### config.mk
export PLATFORM = sky130hd
export DESIGN_NAME = ext_memory_page_and_mode_config
export DESIGN_NICKNAME = d
export VERILOG_FILES = /design/src/rtl/xmem_cfg_pkg.sv /design/src/rtl/latch_strobe_gen.sv /design/src/rtl/ext_memory_page_and_mode_config.sv
export SDC_FILE = /design/constraint.sdc
export NUM_CORES = 1
export LEC_CHECK = 0
export BUFFER_PORTS_ARGS = -buffer_cell sky130_fd_sc_hd__buf_2
export CORE_AREA = 4 4 70 72
export CTS_CLUSTER_SIZE = 14
export DETAILED_ROUTE_END_ITERATION = 8
export DIE_AREA = 0 0 74 76
export HOLD_SLACK_MARGIN = 0.15
export PLACE_DENSITY = 0.74
export SETUP_SLACK_MARGIN = 0.4
export SKIP_LAST_GASP = 1
export SYNTH_ARGS = -nofsm -noshare
export SYNTH_HDL_FRONTEND = slang
export SYNTH_HIERARCHICAL = 1
export SYNTH_SLANG_ARGS = --single-unit
### constraint.sdc
create_clock -name ref_clk -period 2.34 [get_ports ref_clk]
set_input_delay 0.351 -clock ref_clk [delete_from_list [all_inputs] [get_ports ref_clk]]
set_output_delay 0.351 -clock ref_clk [all_outputs]
set_load 0.03 [all_outputs]
### src/rtl/xmem_cfg_pkg.sv
package xmem_cfg_pkg;

  // register addresses in the special-function space
  localparam logic [7:0] PAGE_SELECT_ADDR = 8'haa;
  localparam logic [7:0] CONFIG_ADDR = 8'hab;

  // values after reset
  localparam logic [4:0] PAGE_RESET = 5'h00;
  localparam logic [1:0] MODE_RESET = 2'h0;
  localparam logic [1:0] STROBE_RESET = 2'h3;

  // field positions
  localparam int PAGE_MSB = 4;
  localparam int MODE_LSB = 2;
  localparam int STROBE_LSB = 0;

  // populated on-chip data space, in bytes
  localparam int ONCHIP_BYTES = 4096;

  // latch strobe phase length is field value plus this many cycles
  localparam int STROBE_EXTRA_CYCLES = 1;

  typedef enum logic [1:0]
  {
    MODE_INTERNAL = 2'h0,
    MODE_SPLIT_NO_BANK = 2'h1,
    MODE_SPLIT_BANK = 2'h2,
    MODE_EXTERNAL = 2'h3
  } op_mode_t;

  // one external data move as issued by the core
  typedef struct packed
  {
    logic paged;
    logic [15:0] addr;
  } move_req_t;

  // where the move lands and how the address pins are driven
  typedef struct packed
  {
    logic offchip;
    logic hi_oe;
    logic lo_oe;
    logic [15:0] addr;
  } route_t;

endpackage : xmem_cfg_pkg

### src/rtl/latch_strobe_gen.sv
`timescale 1ns/10ps
module latch_strobe_gen
  import xmem_cfg_pkg::*;
(
  input wire logic ref_clk,
  input wire logic rstn,
  input wire logic start,
  input wire logic [1:0] width,
  output logic strobe,
  output logic busy,
  output logic done
);

  typedef enum logic [1:0] {ST_IDLE, ST_HIGH, ST_LOW} strobe_state_t;

  strobe_state_t state_r, state_nxt;
  logic [2:0] cnt_r, cnt_nxt;
  logic [2:0] len_r, len_nxt;

  ////////////////////////////////////////////////////////////////////////
  // width is captured at start so a config write mid-cycle cannot stretch it
  always_comb
  begin
    state_nxt = state_r;
    cnt_nxt = cnt_r;
    len_nxt = len_r;
    case (state_r)
      ST_IDLE:
      begin
        if (start)
        begin
          len_nxt = 3'(width) + 3'(STROBE_EXTRA_CYCLES);
          cnt_nxt = 3'h1;
          state_nxt = ST_HIGH;
        end
      end
      ST_HIGH:
      begin
        if (cnt_r == len_r)
        begin
          cnt_nxt = 3'h1;
          state_nxt = ST_LOW;
        end
        else
          cnt_nxt = cnt_r + 3'h1;
      end
      ST_LOW:
      begin
        if (cnt_r == len_r)
          state_nxt = ST_IDLE;
        else
          cnt_nxt = cnt_r + 3'h1;
      end
      default: state_nxt = ST_IDLE;
    endcase
  end

  always_ff @(posedge ref_clk or negedge rstn)
  begin
    if (!rstn)
    begin
      state_r <= ST_IDLE;
      cnt_r <= 3'h0;
      len_r <= 3'h0;
    end
    else
    begin
      state_r <= state_nxt;
      cnt_r <= cnt_nxt;
      len_r <= len_nxt;
    end
  end

  assign strobe = (state_r == ST_HIGH);
  assign busy = (state_r != ST_IDLE);
  assign done = (state_r == ST_LOW) && (cnt_r == len_r);
endmodule : latch_strobe_gen

### src/rtl/ext_memory_page_and_mode_config.sv
// Behaviour
// bits 7:5 of the page-select register read as zero and ignore writes.
// a paged move takes its high address byte from the five-bit page field.
// page field top bit set in a split mode sends a paged move off-chip.
// with the top bit set, the lower four page bits pick the off-chip page.
// mode field 00 internal, 01 split no bank, 10 split with bank, 11 external only.
// latch strobe high and low times are each the width field plus one cycles.
// bits 7:4 of the configuration register read as zero and ignore writes.
// internal-only mode keeps every move on-chip, wrapping high addresses.
// split without bank drives only A7:0 on a paged off-chip move, all 12 on a pointer move.
// split with bank drives A11:8 from the page and A7:0 from the low byte on paged moves.
// external-only sends every move off-chip; paged moves ignore the page and leave A11:8.
// reset gives internal-only mode, page zero and a four-cycle latch strobe.
`timescale 1ns/10ps
module ext_memory_page_and_mode_config
  import xmem_cfg_pkg::*;
#(
  parameter int ONCHIP_SIZE = ONCHIP_BYTES
)
(
  input wire logic ref_clk,
  input wire logic rstn,
  input wire logic [7:0] sfr_addr,
  input wire logic sfr_wr,
  input wire logic [7:0] sfr_wdata,
  input wire logic sfr_rd,
  output logic [7:0] sfr_rdata,
  input wire logic move_valid,
  output logic move_ready,
  input wire move_req_t move,
  output route_t route,
  output logic move_done,
  output logic ale
);

  logic [4:0] page_r, page_nxt;
  logic [1:0] mode_r, mode_nxt;
  logic [1:0] strobe_w_r, strobe_w_nxt;
  logic [7:0] rdata_r, rdata_nxt;
  route_t route_r, route_nxt;
  logic done_r, done_nxt;
  logic accept;
  logic strobe_start;
  logic strobe_busy;
  logic strobe_done;
  route_t route_now;

  ////////////////////////////////////////////////////////////////////////
  // register file: only the documented fields are stored
  always_comb
  begin
    page_nxt = page_r;
    mode_nxt = mode_r;
    strobe_w_nxt = strobe_w_r;
    rdata_nxt = rdata_r;
    if (sfr_wr && sfr_addr == PAGE_SELECT_ADDR)
      page_nxt = sfr_wdata[PAGE_MSB:0];
    if (sfr_wr && sfr_addr == CONFIG_ADDR)
    begin
      mode_nxt = sfr_wdata[MODE_LSB+1:MODE_LSB];
      strobe_w_nxt = sfr_wdata[STROBE_LSB+1:STROBE_LSB];
    end
    if (sfr_rd)
    begin
      case (sfr_addr)
        PAGE_SELECT_ADDR: rdata_nxt = {3'h0, page_r};
        CONFIG_ADDR: rdata_nxt = {4'h0, mode_r, strobe_w_r};
        default: rdata_nxt = 8'h00;
      endcase
    end
  end

  // reset leaves internal-only, page zero, widest strobe
  always_ff @(posedge ref_clk or negedge rstn)
  begin
    if (!rstn)
    begin
      page_r <= PAGE_RESET;
      mode_r <= MODE_RESET;
      strobe_w_r <= STROBE_RESET;
      rdata_r <= 8'h00;
    end
    else
    begin
      page_r <= page_nxt;
      mode_r <= mode_nxt;
      strobe_w_r <= strobe_w_nxt;
      rdata_r <= rdata_nxt;
    end
  end

  assign sfr_rdata = rdata_r;

  ////////////////////////////////////////////////////////////////////////
  // address routing; on-chip size must be a power of two for the wrap mask
  function automatic route_t route_fn(input logic [1:0] mode, input logic [4:0] page,
                                      input move_req_t mv);
    route_t r;
    logic [15:0] eff;
    logic above;
    eff = mv.paged ? {3'h0, page, mv.addr[7:0]} : mv.addr;
    above = (32'(eff) >= ONCHIP_SIZE);
    r.offchip = 1'b0;
    r.hi_oe = 1'b0;
    r.lo_oe = 1'b0;
    r.addr = eff;
    case (op_mode_t'(mode))
      MODE_INTERNAL:
        r.addr = eff & 16'(ONCHIP_SIZE - 1);
      MODE_SPLIT_NO_BANK, MODE_SPLIT_BANK:
      begin
        if (mv.paged)
        begin
          r.offchip = page[PAGE_MSB];
          if (page[PAGE_MSB])
            r.addr = {4'h0, page[3:0], mv.addr[7:0]};
          // pins A11:8 stay with the port latches without bank select
          r.hi_oe = page[PAGE_MSB] && (op_mode_t'(mode) == MODE_SPLIT_BANK);
        end
        else
        begin
          r.offchip = above;
          r.hi_oe = above;
        end
      end
      MODE_EXTERNAL:
      begin
        r.offchip = 1'b1;
        if (mv.paged)
          r.addr = {8'h00, mv.addr[7:0]};
        r.hi_oe = !mv.paged;
      end
      default: r.offchip = 1'b0;
    endcase
    r.lo_oe = r.offchip;
    return r;
  endfunction : route_fn

  assign route_now = route_fn(mode_r, page_r, move);

  ////////////////////////////////////////////////////////////////////////
  // one move in flight; off-chip moves wait for the full latch strobe
  assign move_ready = !strobe_busy;
  assign accept = move_valid && move_ready;
  assign strobe_start = accept && route_now.offchip;

  always_comb
  begin
    route_nxt = route_r;
    done_nxt = 1'b0;
    if (accept)
    begin
      route_nxt = route_now;
      done_nxt = !route_now.offchip;
    end
    if (strobe_done)
      done_nxt = 1'b1;
  end

  always_ff @(posedge ref_clk or negedge rstn)
  begin
    if (!rstn)
    begin
      route_r <= '0;
      done_r <= 1'b0;
    end
    else
    begin
      route_r <= route_nxt;
      done_r <= done_nxt;
    end
  end

  assign route = route_r;
  assign move_done = done_r;

  // strobe width is sampled from the live config field at move start
  latch_strobe_gen u_strobe
  (
    .ref_clk(ref_clk),
    .rstn(rstn),
    .start(strobe_start),
    .width(strobe_w_r),
    .strobe(ale),
    .busy(strobe_busy),
    .done(strobe_done)
  );

  logic first_r;
  always_ff @(posedge ref_clk or negedge rstn)
  begin
    if (!rstn)
      first_r <= 1'b1;
    else
      first_r <= 1'b0;
  end
endmodule : ext_memory_page_and_mode_config

==> Word-level counts from Yosys, hierarchy flattened <==
Index checks and enable logic that the tools add are counted.
{ "totals": {"register_bits": 44, "in_bits": 38, "out_inout_bits": 30, "wordCells": 61} }
{ "op_classes": {"add_sub_neg": 2, "magnitude_cmp": 1, "n_eq_ne": 12, "n_mux": 18, "n_reduce_logical": 17} }
{ "ops": {"columns": ["op", "count"], "rows": [
  ["$mux 16", 4],
  ["$pmux 16 s3", 1],
  ["$eq 8x8->1 const B", 2],
  ["$ge 16x13->1 const B", 1],
  ["$pmux 5 s2", 1],
  ["$mux 3", 3],
  ["$pmux 3 s3", 1],
  ["$mux 2", 4],
  ["$eq 2x2->1 const B", 3],
  ["$logic_and 1x1->1", 6],
  ["$ne 2x2->1 const B", 3],
  ["$pmux 2 s3", 1],
  ["$reduce_and 3->1", 2],
  ["$eq 2x1->1 const B", 2],
  ["$logic_not 2->1", 2],
  ["$pmux 2 s2", 1],
  ["$add 2x1->3 const B", 1],
  ["$add 3x1->3 const B", 1],
  ["$eq 3x3->1", 1],
  ["$logic_not 1->1", 3],
  ["$reduce_bool 3->1", 1],
  ["$mux 1", 2],
  ["$ne 2x1->1 const B", 1],
  ["$reduce_and 2->1", 1],
  ["2 further kinds", 2]
]} }

==> Logic depth before layout (Yosys ltp) <==
{ "depth": {"word_depth": 7, "ltp_mapped": 11} }

==> By module <==
The synthesis kept the hierarchy.
{ "by_module_without_submodules": {"columns": ["module", "instances", "cells_each", "area_each_um2"], "rows": [
  ["ext_memory_page_and_mode_config", 1, 147, 1566.5],
  ["latch_strobe_gen", 1, 48, 514.2]
]} }

==> Least setup slack after synthesis <==
OpenSTA, ideal clock, no wires.
{ "synth_path": {"path_type": "register to register", "startpoint": "reg u_strobe.state_r[0]", "endpoint": "reg u_strobe.state_r[0]", "setup_time_ns": 0.125, "arrival_time_ns": 2.024, "t_required_ns": 2.215, "setup_slack_ns": 0.191, "stages_incl_launch_ff": 11, "n_path_buf": 1, "period_less_slack_ns": 2.149, "cell_sequence": "dfrtp_1 > inv_1 > ha_1 > inv_1 > nand2b_1 > clkbuf_1 > nor2_1 > a21boi_0 > nor2b_4 > a21oi_1 > mux2_2"} }
{ "synth_between": {"elab_chain_cells": 6, "elab_cells_between_ends": 12} }
{ "synth_rtl": {"columns": ["item", "line", "rtl"], "rows": [
  ["start, declared", "latch_strobe_gen.sv:16", "strobe_state_t state_r, state_nxt;"],
  ["start signal, assigned", "latch_strobe_gen.sv:68", "state_r <= state_nxt;"],
  ["$reduce_bool 2->1", "latch_strobe_gen.sv:75", "assign busy = (state_r != ST_IDLE);"],
  ["via strobe_busy", "ext_memory_page_and_mode_config.sv:44", "logic strobe_busy;"],
  ["$logic_not 1->1", "ext_memory_page_and_mode_config.sv:143", "assign move_ready = !strobe_busy;"],
  ["$logic_and 1x1->1", "ext_memory_page_and_mode_config.sv:144", "assign accept = move_valid && move_ready;"],
  ["$logic_and 1x1->1", "ext_memory_page_and_mode_config.sv:145", "assign strobe_start = accept && route_now.offchip;"],
  ["via strobe_start", "ext_memory_page_and_mode_config.sv:43", "logic strobe_start;"],
  ["$ne 2x2->1 (no source line)", null, null],
  ["$reduce_and 3->1 (no source line)", null, null]
]} }
The timed path passes the listed nets, and every way through them passes these cells.
A chain may end at the register's enable or synchronous reset.

==> Worst setup path in the final report <==
{ "layout_path": {"startpoint": "in move[12] (netlist name)", "endpoint": "reg u_strobe.cnt_r[2]"} }
{ "layout_between": {"elab_chain_cells": 7} }
{ "layout_rtl": {"columns": ["item", "line", "rtl"], "rows": [
  ["start, declared", "ext_memory_page_and_mode_config.sv:30", "input wire move_req_t move,"],
  ["$mux 16", "ext_memory_page_and_mode_config.sv:101", "eff = mv.paged ? {3'h0, page, mv.addr[7:0]} : mv.addr;"],
  ["$ge 16x13->1", "ext_memory_page_and_mode_config.sv:102", "above = (32'(eff) >= ONCHIP_SIZE);"],
  ["$mux 2", "ext_memory_page_and_mode_config.sv:112", "if (mv.paged)"],
  ["$pmux 2 s2", "ext_memory_page_and_mode_config.sv:107", "case (op_mode_t'(mode))"],
  ["$logic_and 1x1->1", "ext_memory_page_and_mode_config.sv:145", null],
  ["via strobe_start", "ext_memory_page_and_mode_config.sv:43", null],
  ["$ne 2x2->1 (no source line)", null, null],
  ["$reduce_and 3->1 (no source line)", null, null],
  ["end signal, assigned", "latch_strobe_gen.sv:69", "cnt_r <= cnt_nxt;"],
  ["end, declared", "latch_strobe_gen.sv:17", "logic [2:0] cnt_r, cnt_nxt;"]
]} }
The timed path passes the listed nets, and every way through them passes these cells.

==> metrics.md <==
| Metric | Value |
|---|---|
| Final Wtd Congestion | 0.7889 |
| Worst Path Required | 2.52 ns |
| Leak Pwr | 1.365 nW |
| RSZ-0062 raised after global routing | true |
| Clk_skew | 0.01092 ns |
| Post-DRT Antenna Nets | 0 |
| Congestion Overflow GR | 0 |
| Worst Max-Slew Pin Slew | 0.8820 ns |
| Die Ht | 76 um |
| DP Wirelength | 3189 um |
| Slowest CP cell | or4_4 |
| Synth Flop Type | dfrtp_1 |
| Final core occ | 62.44% |
| #FFs+latches synth | 41 |
| YS warnings | 6 |
| CP arrival | 2.13 ns |
| Core area | 4294 sq um |
| Yosys top cell by area | dfrtp_1 |
| Total Routing Usage GR | 15.74% |
| Critical path, cell by cell | buf_6 > or4_4 > o211ai_1 > a21boi_4 > nor2b_4 > nor3_2 > mux2_4 > a32o_1 |
| Area Overhead vs Synth | 28.86% |
| Synth area leaders | dfrtp_1, mux2_2, nand2_1, ha_1, inv_1 |
| Num CTS Buffers | 5 |
| First-pass GRT wire length | approximately 6900 um |
| Post-route DRC | 0 |
| Hold Buf Count CTS | 0 |
| Filler instances | approximately 360 |
| Slowest cell delay on critical path | 0.53 ns |
| Post-Syn Area | 2081 sq um |
| CTS clk-pin slew, worst paths | 0.08 ns |
| Via count | 1654 |
| Slew Viols, Final | 0 |
| IO buf count | between 60 and 70 |
| Row cnt | 24 |
| Root Driver | clkbuf_8 |
| Syn Area/Cell | 10.67 sq um |
| Diode count | 0 |
| Seq/Total Area, Yosys | 49.43% |
| Final hold vios | 0 |
| Min Clock Period, post-route | 1.941 ns |
| Nature of the critical path startpoint | input pin |
| Clk_lat worst skew | 0.29 ns |
| Clock sink total | 41 |
| Die W | roughly 74 um |
| Hold Path Class | input pin to asynchronous set/reset pin |
| R2R cell count | 8 |
| Slew HR | 41.20% |
| Via density | around 5.2 |
| Initial Util | 48.46% |
| Final WL | approximately 4300 um |
| Die area | 5624 sq um |
| Number of iterations in the first detailed-routing pass | 4 |
| F_max | slightly above 0.5 GHz |
| FFs w/ async S/R, synth | 100.0% |
| H-tree Lvls | 2 |
| Vias in the first global route | 1583 |
| CTS tree | built |
| Final setup fails | 0 |
| Distinct cell type count after synthesis | between 40 and 50 |
| Share of cells above drive strength 1 | 44.61% |
| Ports | 68 |
| FF-to-FF setup slack | 0.47 ns |
| DR iter-0 viols | 50 |
| Maxcap violations | 0 |
| Wire per inst | roughly 13 um |
| Period utilization | between 80% and 90% |
| Placed cell count | ~300 |
| Initial antenna violation count | 0 |
| Power Dens Cells | 1033 nW/um^2 |
| Largest net degree at the start of global routing | 42 |
| WS Path Type | input pin to register |
| Critical R2R Launch | mode_r[0] |
| Non-Filler Instances | ~320 |
| Status | finished clean |
| Synth Instances | 195 |
| Post-synth EDFFs | 0 |
| Critical Path End Type | register |
| Setup TNS | 0 ns |
| Max rail drop VDD | 0.0004442 V |
| Power Total | 0.002770 W |
| CP Max Fanout | 5 |
| Top cell type's share of synthesized area | 46.90% |
| Critical R2R Capture | u_strobe/cnt_r[2] |
| Nets | 316 |
| CTS Buffer Depth | 2 |
-- cells by family after synthesis --
logic type | after synthesis | synth area share [%]
other | 1 | 0.1802
adders and majority gates | 10 | 6.013
buffers and inverters | 26 | 5.893
muxes | 17 | 9.200
AOI/OAI and AO/OA | 33 | 11.55
xor gates and xnor gates | 3 | 1.263
and+or+nand+nor | 64 | 16.48
DFF | 41 | 49.43
-- worst max path at each step --
stage | startpoint | endpoint | slack (ns) | cells past startpoint
after detailed placement | move[14] | u_strobe/cnt_r[2] | 0.14 | 8
after global placement | move[14] | u_strobe/cnt_r[2] | 0.17 | 8
final | move[12] | u_strobe/cnt_r[2] | 0.40 | 8
after global routing | move[12] | u_strobe/cnt_r[2] | 0.39 | 8
after CTS | u_strobe/state_r[1] | u_strobe/cnt_r[1] | 0.40 | 10
after floorplan | move[14] | u_strobe/cnt_r[2] | 0.31 | 7
-- sequential cells by signal, summed over array words and instances, names as in the netlist --
name and count:
sfr_rdata 5, u_strobe/cnt_r 3, route 18, page_r 5
mode_r 2, u_strobe/len_r 3, move_done 1, u_strobe/state_r 2
strobe_w_r 2
-- routing by layer --
layer	vias up	share of wire (%)	global-route usage, %	routed length (um)
li1	814	-	-	-
met1	786	42	18.57	1816
met2	49	49	26.68	2117
met3	5	7.5	4.617	322
met4	0	1.4	5.435	60
met5	-	0	0	0
-- cells in the mapped netlist (2+ instances only) --
cell type	count
dfrtp_1	39
nor2_1	7
clkbuf_1	4
or3_1	2
mux2_2	17
ha_1	10
o22ai_1	5
a21oi_1	2
xnor2_1	3
nand2_1	36
nand3b_1	3
inv_1	16
o21ai_0	7
buf_4	4
a32o_1	3
dfstp_2	2
a32oi_1	4
a22o_1	3
nand2b_1	2
-- cell type report --
class / count / area [sq um] / area share (%)
flip-flops and latches: 41 / 1028 / 38.36
multi-input cells: 130 / 1002 / 37.38
repair buffers: 74 / 409.1 / 15.26
clock buffers: 7 / 86.33 / 3.220
well taps: 52 / 65.06 / 2.427
inverters: 16 / 60.06 / 2.240
clock inverters: 1 / 30.03 / 1.120
-- cells in the final DEF, fill, tap and decap left out, types with 3 or more instances in the layout --
cell and instances:
xnor2_1 3, clkbuf_8 6, nand3b_1 3, conb_1 3, o22ai_1 5, mux2_2 16
a32o_1 3, o21ai_0 7, nor2_1 5, a32oi_1 4, buf_4 13, buf_2 60
dfrtp_1 39, nand2_1 36, inv_1 14, a22o_1 3, ha_1 8
-- where the power goes --
group | total [W] | switching (W) | internal [W]
sequential | 0.000952 | 0.0000879 | 0.000864
combinational | 0.00124 | 0.000758 | 0.000478
clock | 0.000582 | 0.000234 | 0.000348
total | 0.00277 | 0.00108 | 0.00169
-- worst max-delay path, delay by kind of cell --
family                 cells  cell delay, ns
AOI/OAI and AO/OA          3            0.64
muxes                      1            0.26
and+or+nand+nor            3            0.77
buffers and inverters      1            0.09
-- what timing repair did --
item,in CTS,in global routing
resized for setup,4,9
endpoints found under the hold margin,0,0
pin swaps,1,5
buffers inserted,4,6
setup endpoints to repair,6,10
-- through the flow --
step / hold slack [ns] / setup slack (ns) / cell area [sq um]
floorplan: 0.05541 / 0.3144 / 2097
global placement: 0.4526 / 0.1709 / 2426
detailed placement: 0.4569 / 0.1419 / 2426
CTS: 0.2148 / 0.4013 / 2585
global route: 0.2598 / 0.3852 / 2681
finish: 0.1797 / 0.3988 / 2681
Note: power is estimated with default switching activity, not from simulation.
